### src/common/rtc_pkg.sv
// Constants and types shared by the thermostat control files.
// How it works
// - Knob zero with enable gives standby, steady LED.
// - Otherwise ON state, full control, flashing LED.
// - Eco raises setpoint, uses eco hysteresis.
// - Door input: eco after delays, normal on opening.
// - Zero door or timeout delay disables that path.
// - Input acts only after programmed input delay.
// - Door open starts alarm delay, leaves eco.
// - Function three locks compressor until door alarm.
// - Function four alarms; five also disables output.
// - Function six selects eco while input closed.
// - Function seven: closed means ON, open standby.
// - Negative function inverts polarity; zero, eight inactive.
// - Output is on/off against setpoint and hysteresis.
// - Probe error cycles output on then off.
// - Zero on time keeps off; zero off keeps on.
// - Switch-on delay; all protections must be expired.
// - Minimum off time after last switch-off.
// - Minimum interval between two switch-ons.
// - Power-on delay holds output; zero disables it.
// - Interval defrost, own first time, zero disables.
// - Defrost stops compressor for defrost duration.
// - Continuous run time also starts a defrost.
package rtc_pkg;
    localparam int TW = 20;
    localparam int DW = 16;
    localparam int AW = DW + 2;
    localparam int PW = 28;
    localparam int CLK_MHZ = 250;
    localparam int TICK_PERIOD_S = 1;
    localparam int TICK_CYC = TICK_PERIOD_S * CLK_MHZ * 1000000;
    localparam logic [3:0] FN_DOOR1 = 4'h1;
    localparam logic [3:0] FN_DOOR2 = 4'h2;
    localparam logic [3:0] FN_DOOR_LOCK = 4'h3;
    localparam logic [3:0] FN_EXT = 4'h4;
    localparam logic [3:0] FN_EXT_LOCK = 4'h5;
    localparam logic [3:0] FN_ECO = 4'h6;
    localparam logic [3:0] FN_ONOFF = 4'h7;
    localparam logic [3:0] KNOB_STANDBY_POS = 4'h0;
    localparam int T_DI = 0;
    localparam int T_DOOR = 1;
    localparam int T_ECOD = 2;
    localparam int T_ECOT = 3;
    localparam int T_EON = 4;
    localparam int T_EOFF = 5;
    localparam int T_P1 = 6;
    localparam int T_P2 = 7;
    localparam int T_P3 = 8;
    localparam int T_POR = 9;
    localparam int T_DINT = 10;
    localparam int T_DDUR = 11;
    localparam int T_CRUN = 12;
    localparam int NT = 13;
    typedef enum logic [1:0] {PE_IDLE, PE_ON, PE_OFF} rtc_perr_e;
endpackage

### src/design/rtc_timer.sv
// Seconds down-counter used for every delay of the thermostat.
`timescale 1ns/10ps
module rtc_timer
    import rtc_pkg::*;
(
    input wire logic clk,
    input wire logic rst_n,
    input wire logic tick,
    input wire logic start,
    input wire logic [TW-1:0] len,
    output logic busy,
    output logic done
);
    logic [TW-1:0] cnt_r;
    logic [TW-1:0] cnt_nxt;

    // A start reloads the count; a zero length leaves the timer idle.
    always_comb begin
        cnt_nxt = cnt_r;
        if (start) begin
            cnt_nxt = len;
        end else if (tick && cnt_r != '0) begin
            cnt_nxt = cnt_r - TW'(1);
        end
    end

    // The count register.
    always_ff @(posedge clk) begin
        if (!rst_n) begin
            cnt_r <= '0;
        end else begin
            cnt_r <= cnt_nxt;
        end
    end

    // Busy while counting; done on the tick that reaches zero.
    assign busy = cnt_r != '0;
    // Done does not look at start, so a timer that reloads itself on its
    // own expiry forms no combinational loop.
    assign done = tick && cnt_r == TW'(1);
endmodule // rtc_timer

### src/design/rtc_thermostat.sv
// Refrigeration thermostat: modes, digital input, control and defrost.
`timescale 1ns/10ps
module rtc_thermostat
    import rtc_pkg::*;
#(
    parameter int unsigned TICK_CYCLES = TICK_CYC
)
(
    input wire logic CLK,
    input wire logic RST_N,
    input wire logic DIGITAL_INPUT,
    input wire logic [3:0] KNOB_POSITION,
    input wire logic KNOB_STANDBY_ENABLE,
    input wire logic signed [4:0] INPUT_FUNCTION_SELECT,
    input wire logic [TW-1:0] INPUT_ACTION_DELAY,
    input wire logic [TW-1:0] DOOR_CLOSED_ECO_DELAY,
    input wire logic [TW-1:0] ECO_TIMEOUT,
    input wire logic [TW-1:0] DOOR_ALARM_DELAY,
    input wire logic signed [DW-1:0] CELL_PROBE,
    input wire logic PROBE_ERROR,
    input wire logic signed [DW-1:0] PROBE_CALIBRATION_OFFSET,
    input wire logic signed [DW-1:0] SETPOINT,
    input wire logic signed [DW-1:0] ECO_SETPOINT_OFFSET,
    input wire logic signed [DW-1:0] NORMAL_HYSTERESIS,
    input wire logic signed [DW-1:0] ECO_HYSTERESIS,
    input wire logic [TW-1:0] PROBE_ERROR_ON_TIME,
    input wire logic [TW-1:0] PROBE_ERROR_OFF_TIME,
    input wire logic [TW-1:0] SWITCH_ON_DELAY,
    input wire logic [TW-1:0] MIN_OFF_TIME,
    input wire logic [TW-1:0] MIN_ON_TO_ON_TIME,
    input wire logic [TW-1:0] POWER_ON_DELAY,
    input wire logic [TW-1:0] DEFROST_INTERVAL,
    input wire logic [TW-1:0] FIRST_DEFROST_TIME,
    input wire logic [TW-1:0] DEFROST_DURATION,
    input wire logic [TW-1:0] CONTINUOUS_RUN_TIME,
    output logic COMPRESSOR_OUT,
    output logic GREEN_LED,
    output logic STANDBY,
    output logic ECO_ACTIVE,
    output logic DOOR_ALARM,
    output logic EXT_ALARM,
    output logic DEFROST_ACTIVE
);
    logic [PW-1:0] pre_r, pre_nxt;
    logic tick_r, tick_nxt;
    logic s1_r, s2_r, s3_r, di_r, di_nxt;
    logic di_del_r, di_del_nxt;
    logic door_prev_r, door_alarm_r, door_alarm_nxt;
    logic ext_alarm_r, ext_alarm_nxt;
    logic eco_r, eco_nxt, standby_r, standby_nxt;
    logic demand_r, demand_nxt, req_prev_r, out_r, out_nxt;
    logic first_r, flash_r, flash_nxt, green_r, green_nxt;
    logic defrost_r;
    rtc_perr_e pe_r, pe_nxt;
    logic [NT-1:0] start, busy, done;
    logic [TW-1:0] len [NT];
    logic inv, act, door_fn, door_open, lock, ext_lock;
    logic err_req, req, p1_ok, inhibit, dfr_go;
    logic [4:0] fabs;
    logic [3:0] fn;
    logic signed [AW-1:0] temp, sp, hy;

    // One seconds timer per delay; all share the same tick.
    genvar gi;
    generate
        for (gi = 0; gi < NT; gi++) begin : g_tmr
            rtc_timer u_tmr (
                .clk(CLK),
                .rst_n(RST_N),
                .tick(tick_r),
                .start(start[gi]),
                .len(len[gi]),
                .busy(busy[gi]),
                .done(done[gi])
            );
        end
    endgenerate

    // Timer lengths from the settings; the defrost interval timer takes FIRST_DEFROST_TIME on its first start.
    always_comb begin
        len[T_DI] = INPUT_ACTION_DELAY;
        len[T_DOOR] = DOOR_ALARM_DELAY;
        len[T_ECOD] = DOOR_CLOSED_ECO_DELAY;
        len[T_ECOT] = ECO_TIMEOUT;
        len[T_EON] = PROBE_ERROR_ON_TIME;
        len[T_EOFF] = PROBE_ERROR_OFF_TIME;
        len[T_P1] = SWITCH_ON_DELAY;
        len[T_P2] = MIN_OFF_TIME;
        len[T_P3] = MIN_ON_TO_ON_TIME;
        len[T_POR] = POWER_ON_DELAY;
        // An immediate first defrost still arms the regular interval.
        len[T_DINT] = (first_r && FIRST_DEFROST_TIME != '0) ?
            FIRST_DEFROST_TIME : DEFROST_INTERVAL;
        len[T_DDUR] = DEFROST_DURATION;
        len[T_CRUN] = CONTINUOUS_RUN_TIME;
    end

    // Decoding of the input function and the corrected probe reading.
    always_comb begin
        inv = INPUT_FUNCTION_SELECT < 0;
        fabs = inv ? 5'(-INPUT_FUNCTION_SELECT) : INPUT_FUNCTION_SELECT;
        fn = fabs[3:0];
        act = di_r ^ inv;
        door_fn = fn == FN_DOOR1 || fn == FN_DOOR2 || fn == FN_DOOR_LOCK;
        door_open = door_fn && di_del_r;
        lock = door_open && fn == FN_DOOR_LOCK && !door_alarm_r;
        ext_lock = ext_alarm_r && fn == FN_EXT_LOCK;
        temp = AW'(CELL_PROBE) + AW'(PROBE_CALIBRATION_OFFSET);
        sp = AW'(SETPOINT) + (eco_r ? AW'(ECO_SETPOINT_OFFSET) : '0);
        hy = eco_r ? AW'(ECO_HYSTERESIS) : AW'(NORMAL_HYSTERESIS);
    end

    // Next state of the whole control path.
    always_comb begin
        start = '0;
        tick_nxt = pre_r == PW'(TICK_CYCLES - 1);
        pre_nxt = tick_nxt ? '0 : pre_r + PW'(1);
        // Debounced contact follows once the last two samples agree.
        di_nxt = (s2_r == s3_r) ? s3_r : di_r;
        start[T_DI] = di_nxt != di_r;
        di_del_nxt = di_del_r;
        if (!busy[T_DI] && !start[T_DI]) begin
            di_del_nxt = act;
        end
        // Door alarm after its delay while the door stays open.
        start[T_DOOR] = door_open && !door_prev_r;
        door_alarm_nxt = door_open && (door_alarm_r ||
            (!busy[T_DOOR] && !start[T_DOOR]));
        ext_alarm_nxt = (fn == FN_EXT || fn == FN_EXT_LOCK) && di_del_r;
        // Eco selection by door timers or by the eco input function.
        start[T_ECOD] = door_fn && door_prev_r && !door_open;
        start[T_ECOT] = start[T_ECOD];
        eco_nxt = eco_r;
        if (fn == FN_ECO) begin
            eco_nxt = di_del_r;
        end else if (!door_fn || door_open) begin
            eco_nxt = 1'b0;
        end else if (done[T_ECOD] || done[T_ECOT]) begin
            eco_nxt = 1'b1;
        end
        standby_nxt = (KNOB_STANDBY_ENABLE &&
            KNOB_POSITION == KNOB_STANDBY_POS) ||
            (fn == FN_ONOFF && !di_del_r);
        // Cooling demand with hysteresis above the setpoint.
        demand_nxt = demand_r;
        if (temp >= sp + hy) begin
            demand_nxt = 1'b1;
        end else if (temp <= sp) begin
            demand_nxt = 1'b0;
        end
        // Probe error cycling of the request.
        pe_nxt = pe_r;
        case (pe_r)
            PE_IDLE: begin
                if (PROBE_ERROR) begin
                    pe_nxt = PE_ON;
                    start[T_EON] = 1'b1;
                end
            end
            PE_ON: begin
                if (!busy[T_EON] && PROBE_ERROR_OFF_TIME != '0) begin
                    pe_nxt = PE_OFF;
                    start[T_EOFF] = 1'b1;
                end
            end
            default: begin
                if (!busy[T_EOFF]) begin
                    pe_nxt = PE_ON;
                    start[T_EON] = 1'b1;
                end
            end
        endcase
        if (!PROBE_ERROR) begin
            pe_nxt = PE_IDLE;
        end
        err_req = PROBE_ERROR_ON_TIME != '0 &&
            (PROBE_ERROR_OFF_TIME == '0 || pe_r == PE_ON);
        req = !standby_r && (PROBE_ERROR ? err_req : demand_r);
        start[T_P1] = req && !req_prev_r;
        p1_ok = !busy[T_P1] && !start[T_P1];
        // Defrost from interval, first-defrost time or long running.
        dfr_go = DEFROST_INTERVAL != '0 && ((first_r &&
            FIRST_DEFROST_TIME == '0) || done[T_DINT] ||
            (done[T_CRUN] && out_r));
        start[T_DINT] = DEFROST_INTERVAL != '0 &&
            (first_r || done[T_DINT]);
        start[T_DDUR] = dfr_go;
        // A defrost that starts now already holds the output off.
        inhibit = standby_r || lock || ext_lock || busy[T_DDUR] ||
            dfr_go || busy[T_P2] || busy[T_P3] || busy[T_POR] ||
            !p1_ok;
        out_nxt = req && !inhibit;
        start[T_P2] = out_r && !out_nxt;
        start[T_P3] = !out_r && out_nxt;
        start[T_CRUN] = start[T_P3];
        start[T_POR] = first_r;
        flash_nxt = tick_r ? !flash_r : flash_r;
        green_nxt = standby_nxt ? 1'b1 : flash_nxt;
    end

    // Registers of the control path.
    always_ff @(posedge CLK) begin
        if (!RST_N) begin
            pre_r <= '0;
            tick_r <= 1'b0;
            s1_r <= 1'b0;
            s2_r <= 1'b0;
            s3_r <= 1'b0;
            di_r <= 1'b0;
            di_del_r <= 1'b0;
            door_prev_r <= 1'b0;
            door_alarm_r <= 1'b0;
            ext_alarm_r <= 1'b0;
            eco_r <= 1'b0;
            standby_r <= 1'b0;
            demand_r <= 1'b0;
            pe_r <= PE_IDLE;
            req_prev_r <= 1'b0;
            out_r <= 1'b0;
            first_r <= 1'b1;
            flash_r <= 1'b0;
            green_r <= 1'b0;
            defrost_r <= 1'b0;
        end else begin
            pre_r <= pre_nxt;
            tick_r <= tick_nxt;
            s1_r <= DIGITAL_INPUT;
            s2_r <= s1_r;
            s3_r <= s2_r;
            di_r <= di_nxt;
            di_del_r <= di_del_nxt;
            door_prev_r <= door_open;
            door_alarm_r <= door_alarm_nxt;
            ext_alarm_r <= ext_alarm_nxt;
            eco_r <= eco_nxt;
            standby_r <= standby_nxt;
            demand_r <= demand_nxt;
            pe_r <= pe_nxt;
            req_prev_r <= req;
            out_r <= out_nxt;
            first_r <= 1'b0;
            flash_r <= flash_nxt;
            green_r <= green_nxt;
            defrost_r <= busy[T_DDUR] || start[T_DDUR];
        end
    end

    // Outputs all come from registers.
    assign COMPRESSOR_OUT = out_r;
    assign GREEN_LED = green_r;
    assign STANDBY = standby_r;
    assign ECO_ACTIVE = eco_r;
    assign DOOR_ALARM = door_alarm_r;
    assign EXT_ALARM = ext_alarm_r;
    assign DEFROST_ACTIVE = defrost_r;
endmodule // rtc_thermostat

### config.mk
export PLATFORM = sky130hd
export DESIGN_NAME = rtc_thermostat
export DESIGN_NICKNAME = d
export VERILOG_FILES = /design/src/common/rtc_pkg.sv /design/src/design/rtc_timer.sv /design/src/design/rtc_thermostat.sv
export SDC_FILE = /design/constraint.sdc
export NUM_CORES = 1
export LEC_CHECK = 0
export BUFFER_PORTS_ARGS = -buffer_cell sky130_fd_sc_hd__buf_2
export CAP_MARGIN = 10
export CORE_ASPECT_RATIO = 0.8
export CORE_MARGIN = 2
export CORE_UTILIZATION = 50
export CTS_CLUSTER_SIZE = 40
export DETAILED_ROUTE_END_ITERATION = 10
export PLACE_DENSITY_LB_ADDON = 0.12
export SETUP_SLACK_MARGIN = 0.02
export SYNTH_ARGS = -nofsm -noshare
export SYNTH_HDL_FRONTEND = slang
export SYNTH_SLANG_ARGS = --single-unit
### constraint.sdc
create_clock -name CLK -period 7.23 [get_ports CLK]
set_clock_uncertainty 0.2 [all_clocks]
set_input_delay 1.446 -clock CLK [delete_from_list [all_inputs] [get_ports CLK]]
set_output_delay 1.446 -clock CLK [all_outputs]
set_load 0.03 [all_outputs]
==> key figures <==
Status
  – Status: completed

Critical path
  – WS Path Type: input port to flop
  – Reg2reg end: demand_r$_SDFFE_PN0P_
  – Crit Path Max Fanout: 3
  – CP required: 7.43 ns
  – Startpoint Class: input port
  – Critical Path Sink: demand_r$_SDFFE_PN0P_
  – Critical path launch point: ECO_SETPOINT_OFFSET[0]
  – Reg-to-reg startpoint: ECO_ACTIVE$_SDFFE_PN0P_
  – CP endpoint kind: flop
  – Worst endpoint data arrival time: around 6.7 ns
  – Path depth of the worst reg2reg path: 24
  – Register-to-Register Setup Slack: 1.24 ns

STA
  – RSZ-0062 raised after global routing: false
  – Setup TNS: 0 ns
  – Endpoints failing setup: 0
  – Final WS setup: ~0.76 ns
  – Max frequency: 155 MHz
  – Slew @ Worst Pin: between 1 and 1.5 ns
  – Slew Viols, Final: 0
  – Tmin final: 6.47 ns
  – Slew HR: 22.6%
  – Final worst path period share: about nine tenths
  – Hold Vio Cnt, Final: 0

Pwr
  – Switching share of total power: approximately 27%
  – NetSw: 0.00122 W
  – Clk pwr share: 42.7%
  – Int Power: 0.00331 W
  – Leakage: 9.60 nW
  – Post-layout power: 0.00453 W
  – Worst IR Drop VDD: roughly 150 µV
  – Pwr dens: 196 nW/µm²
  – Flop pwr share: 40.2%
  – Logic pwr share: 17.1%

Final layout
  – Filler cell count in the final layout: ~3500
  – Post-route cell area: approximately 23000 µm²
  – FF+latch area: 6170 µm²
  – Nets: about 3200
  – Area of the multi-input gates: 12600 µm²
  – Largest Register: g_tmr.u_tmr.cnt_r
  – Biggest regs: g_tmr.u_tmr.cnt_r: 260 flops, pre_r: 28 flops, pe_r: 2 flops
  – Share of post-route cells with drive strength above 1: 19.7%
  – Number of flip-flops in the largest register: 260
  – Area delta synth->final: 18.3%

Detailed routing
  – First-iteration detailed-routing DRC count: 1286
  – DRC viols: 0
  – Vias per cell: 5.63
  – DRT Pass-1 Iters: 5
  – Vias: around 18000
  – Number of nets still failing antenna checks after routing: 0
  – Drt total wl: 55.8 mm
  – Drt wl/cell: 17.1 µm

Yosys
  – Post-synth cell types: 96
  – Synth Area in XOR/XNOR: 12.9%
  – Synth Cell Area: 19500 µm²
  – Synth cell count leaders: 364 x nor2_1, 308 x dfxtp_1, 168 x xnor2_1, 150 x a211oi_1, 141 x nand2_1
  – Top cell type by total area after synthesis: dfxtp_1
  – Post-synth top area share: 31.6%
  – Synth area leaders: dfxtp_1 32%, xnor2_1 7.5%, nor2_1 7.0%, ha_1 6.3%, a211oi_1 5.8%
  – Top-count cell post-synth: nor2_1
  – Yosys warning count: 0
  – Top_reg_cell synth: dfxtp_1
  – Syn Nets: 2885
  – Post-synthesis adder-cell area fraction: 6.83%
  – Asr flop ratio synth: 0%
  – Main combinational cell family by area after synthesis: simple AND/OR/NAND/NOR gates
  – Mux share of post-synthesis cell area: 2.34%
  – Syn Area/Cell: 8.15 µm²
  – Post-synthesis simple-gate area fraction: 24.8%
  – Post-synth EDFFs: 0
  – Synth Area in Compound Gates: 17.9%
  – Synthesized flop and latch total: 308
  – Register area share after synthesis: roughly a third
  – Post-Synthesis Cells: 2394

Global routing
  – Tot GR Track Use: a little over a quarter
  – Vias in the first global route: 17552
  – First-pass GRT wire length: just under 90 mm
  – Initial antenna violation count: 21
  – Grt total ovfl: 0
  – Largest net degree at the start of global routing: approximately 170

CTS
  – Hold buffers post-CTS: 0
  – # Post-CTS Setup Buffers: 0
  – Post-CTS sizing: 0
  – H-tree lvl count: 2
  – Clock Tree Buf Depth: 3
  – Clock Latency Late Sink: 0.53 ns
  – Clock root buffer: clkbuf_16
  – Clock transition at the registers of the reported paths: 0.06 ns
  – CTS buffer count: 34
  – CTS tree: done
  – Clk sink count: just over 300

Place
  – I/O Buffers: 396
  – Final GP Congestion: 0.890
  – Post-DP Area: 21800 µm²
  – Post-Place Setup Slack: slightly above 0.3 ns
  – Hpwl dp: ~42 mm

Die
  – Row count: 64
  – Initial core utilization: roughly half
  – Die X: ~220 µm
  – Overall die height: around 180 µm
  – I/O Pins: a little under 400
  – Core area: 38400 µm²
  – Die Area: 40600 µm²

Worst hold path
  – Hold Path Stages: 1
  – Min-Delay Path Class: flop to flop

Job
  – Max cap viols: 0
## layout by cell type (no fill, tap or decap), types with 24 or more instances in the layout
cell type,count
or3_1,24
xor2_1,112
nand2b_1,30
o21ai_0,80
ha_1,98
nor4_1,77
nand2_1,141
inv_1,70
and2_1,29
a211oi_1,150
nand3_1,47
or4_1,29
buf_2,396
clkbuf_16,35
nor3_1,93
xnor2_1,168
dfxtp_1,308
mux2i_1,31
nor2_1,364
a21oi_1,119
## logic make-up (layout without fill, tap and decap cells)
logic type	Yosys count	after routing
simple gates	965	965
compound gates	510	510
flops	308	308
xor+xnor	283	283
buf+inv	179	542
fa+ha+maj	105	105
mux	44	44
other cells	0	16
## stage by stage
stage                     utilization [%]  instances  hold WS [ns]
after detailed placement             56.8       3191         0.221
after global routing                 60.1       3263         0.243
final                                60.1       3268         0.231
after floorplan                         -       2394         0.212
after global placement               56.8       3191         0.213
after CTS                            60.0       3252         0.234
## worst min path at each step
stage	start	to	slack (ns)
2_1_floorplan	s1_r$_SDFF_PN0_	s2_r$_SDFF_PN0_	0.21
3_3_place_gp	s1_r$_SDFF_PN0_	s2_r$_SDFF_PN0_	0.21
3_5_place_dp	s1_r$_SDFF_PN0_	s2_r$_SDFF_PN0_	0.22
4_1_cts	s1_r$_SDFF_PN0_	s2_r$_SDFF_PN0_	0.23
5_1_grt	s1_r$_SDFF_PN0_	s2_r$_SDFF_PN0_	0.24
6_report	s1_r$_SDFF_PN0_	s2_r$_SDFF_PN0_	0.23
## layout make-up
| class | count | area share, % |
|---|---|---|
| diodes | 16 | 0.174 |
| clock buffers | 45 | 4.22 |
| clock inverters | 16 | 1.18 |
| inverters | 74 | 1.24 |
| multi-input cells | 1907 | 54.8 |
| flip-flops and latches | 308 | 26.7 |
| well taps | 495 | 2.68 |
| repair buffers | 407 | 8.95 |
## metal layers
layer / vias to the layer above / track usage, % / part of all wire, %
met5: - / 0 / 0.097
met4: 8 / 6.46 / 1.9
met3: 80 / 4.50 / 5.1
met2: 432 / 42.4 / 44
met1: 8590 / 38.0 / 49
li1: 9287 / - / -
## worst max-delay path, cell delays in order
cell       delay [ns]
buf_2            0.09
and2_1           0.15
ha_1             0.22
fa_1             0.42
a211oi_1         0.35
o21bai_1         0.13
a21oi_1          0.18
xnor2_1          0.19
ha_1             0.30
o21a_1           0.15
a2111o_1         0.38
a32oi_1          0.19
a22oi_2          0.11
maj3_4           0.42
o211ai_2         0.17
nand4b_1         0.12
a21oi_1          0.19
xor2_1           0.17
ha_1             0.28
a21o_1           0.16
a21oi_1          0.17
o2111ai_1        0.13
o21ai_0          0.10
o41ai_1          0.11
a221o_1          0.35
## power groups by stage
| stage | sequential [W] | combinational [W] | clock [W] |
|---|---|---|---|
| final | 0.00182 | 0.000774 | 0.00193 |
| after global routing | 0.00183 | 0.000863 | 0.00204 |
| after CTS | 0.00182 | 0.000769 | 0.00197 |
| after detailed placement | 0.00185 | 0.000763 | 0 |
| after global placement | 0.00185 | 0.000742 | 0 |
| after floorplan | 0.00184 | 0.000514 | 0 |
Note: power is estimated with default switching activity, not from simulation.
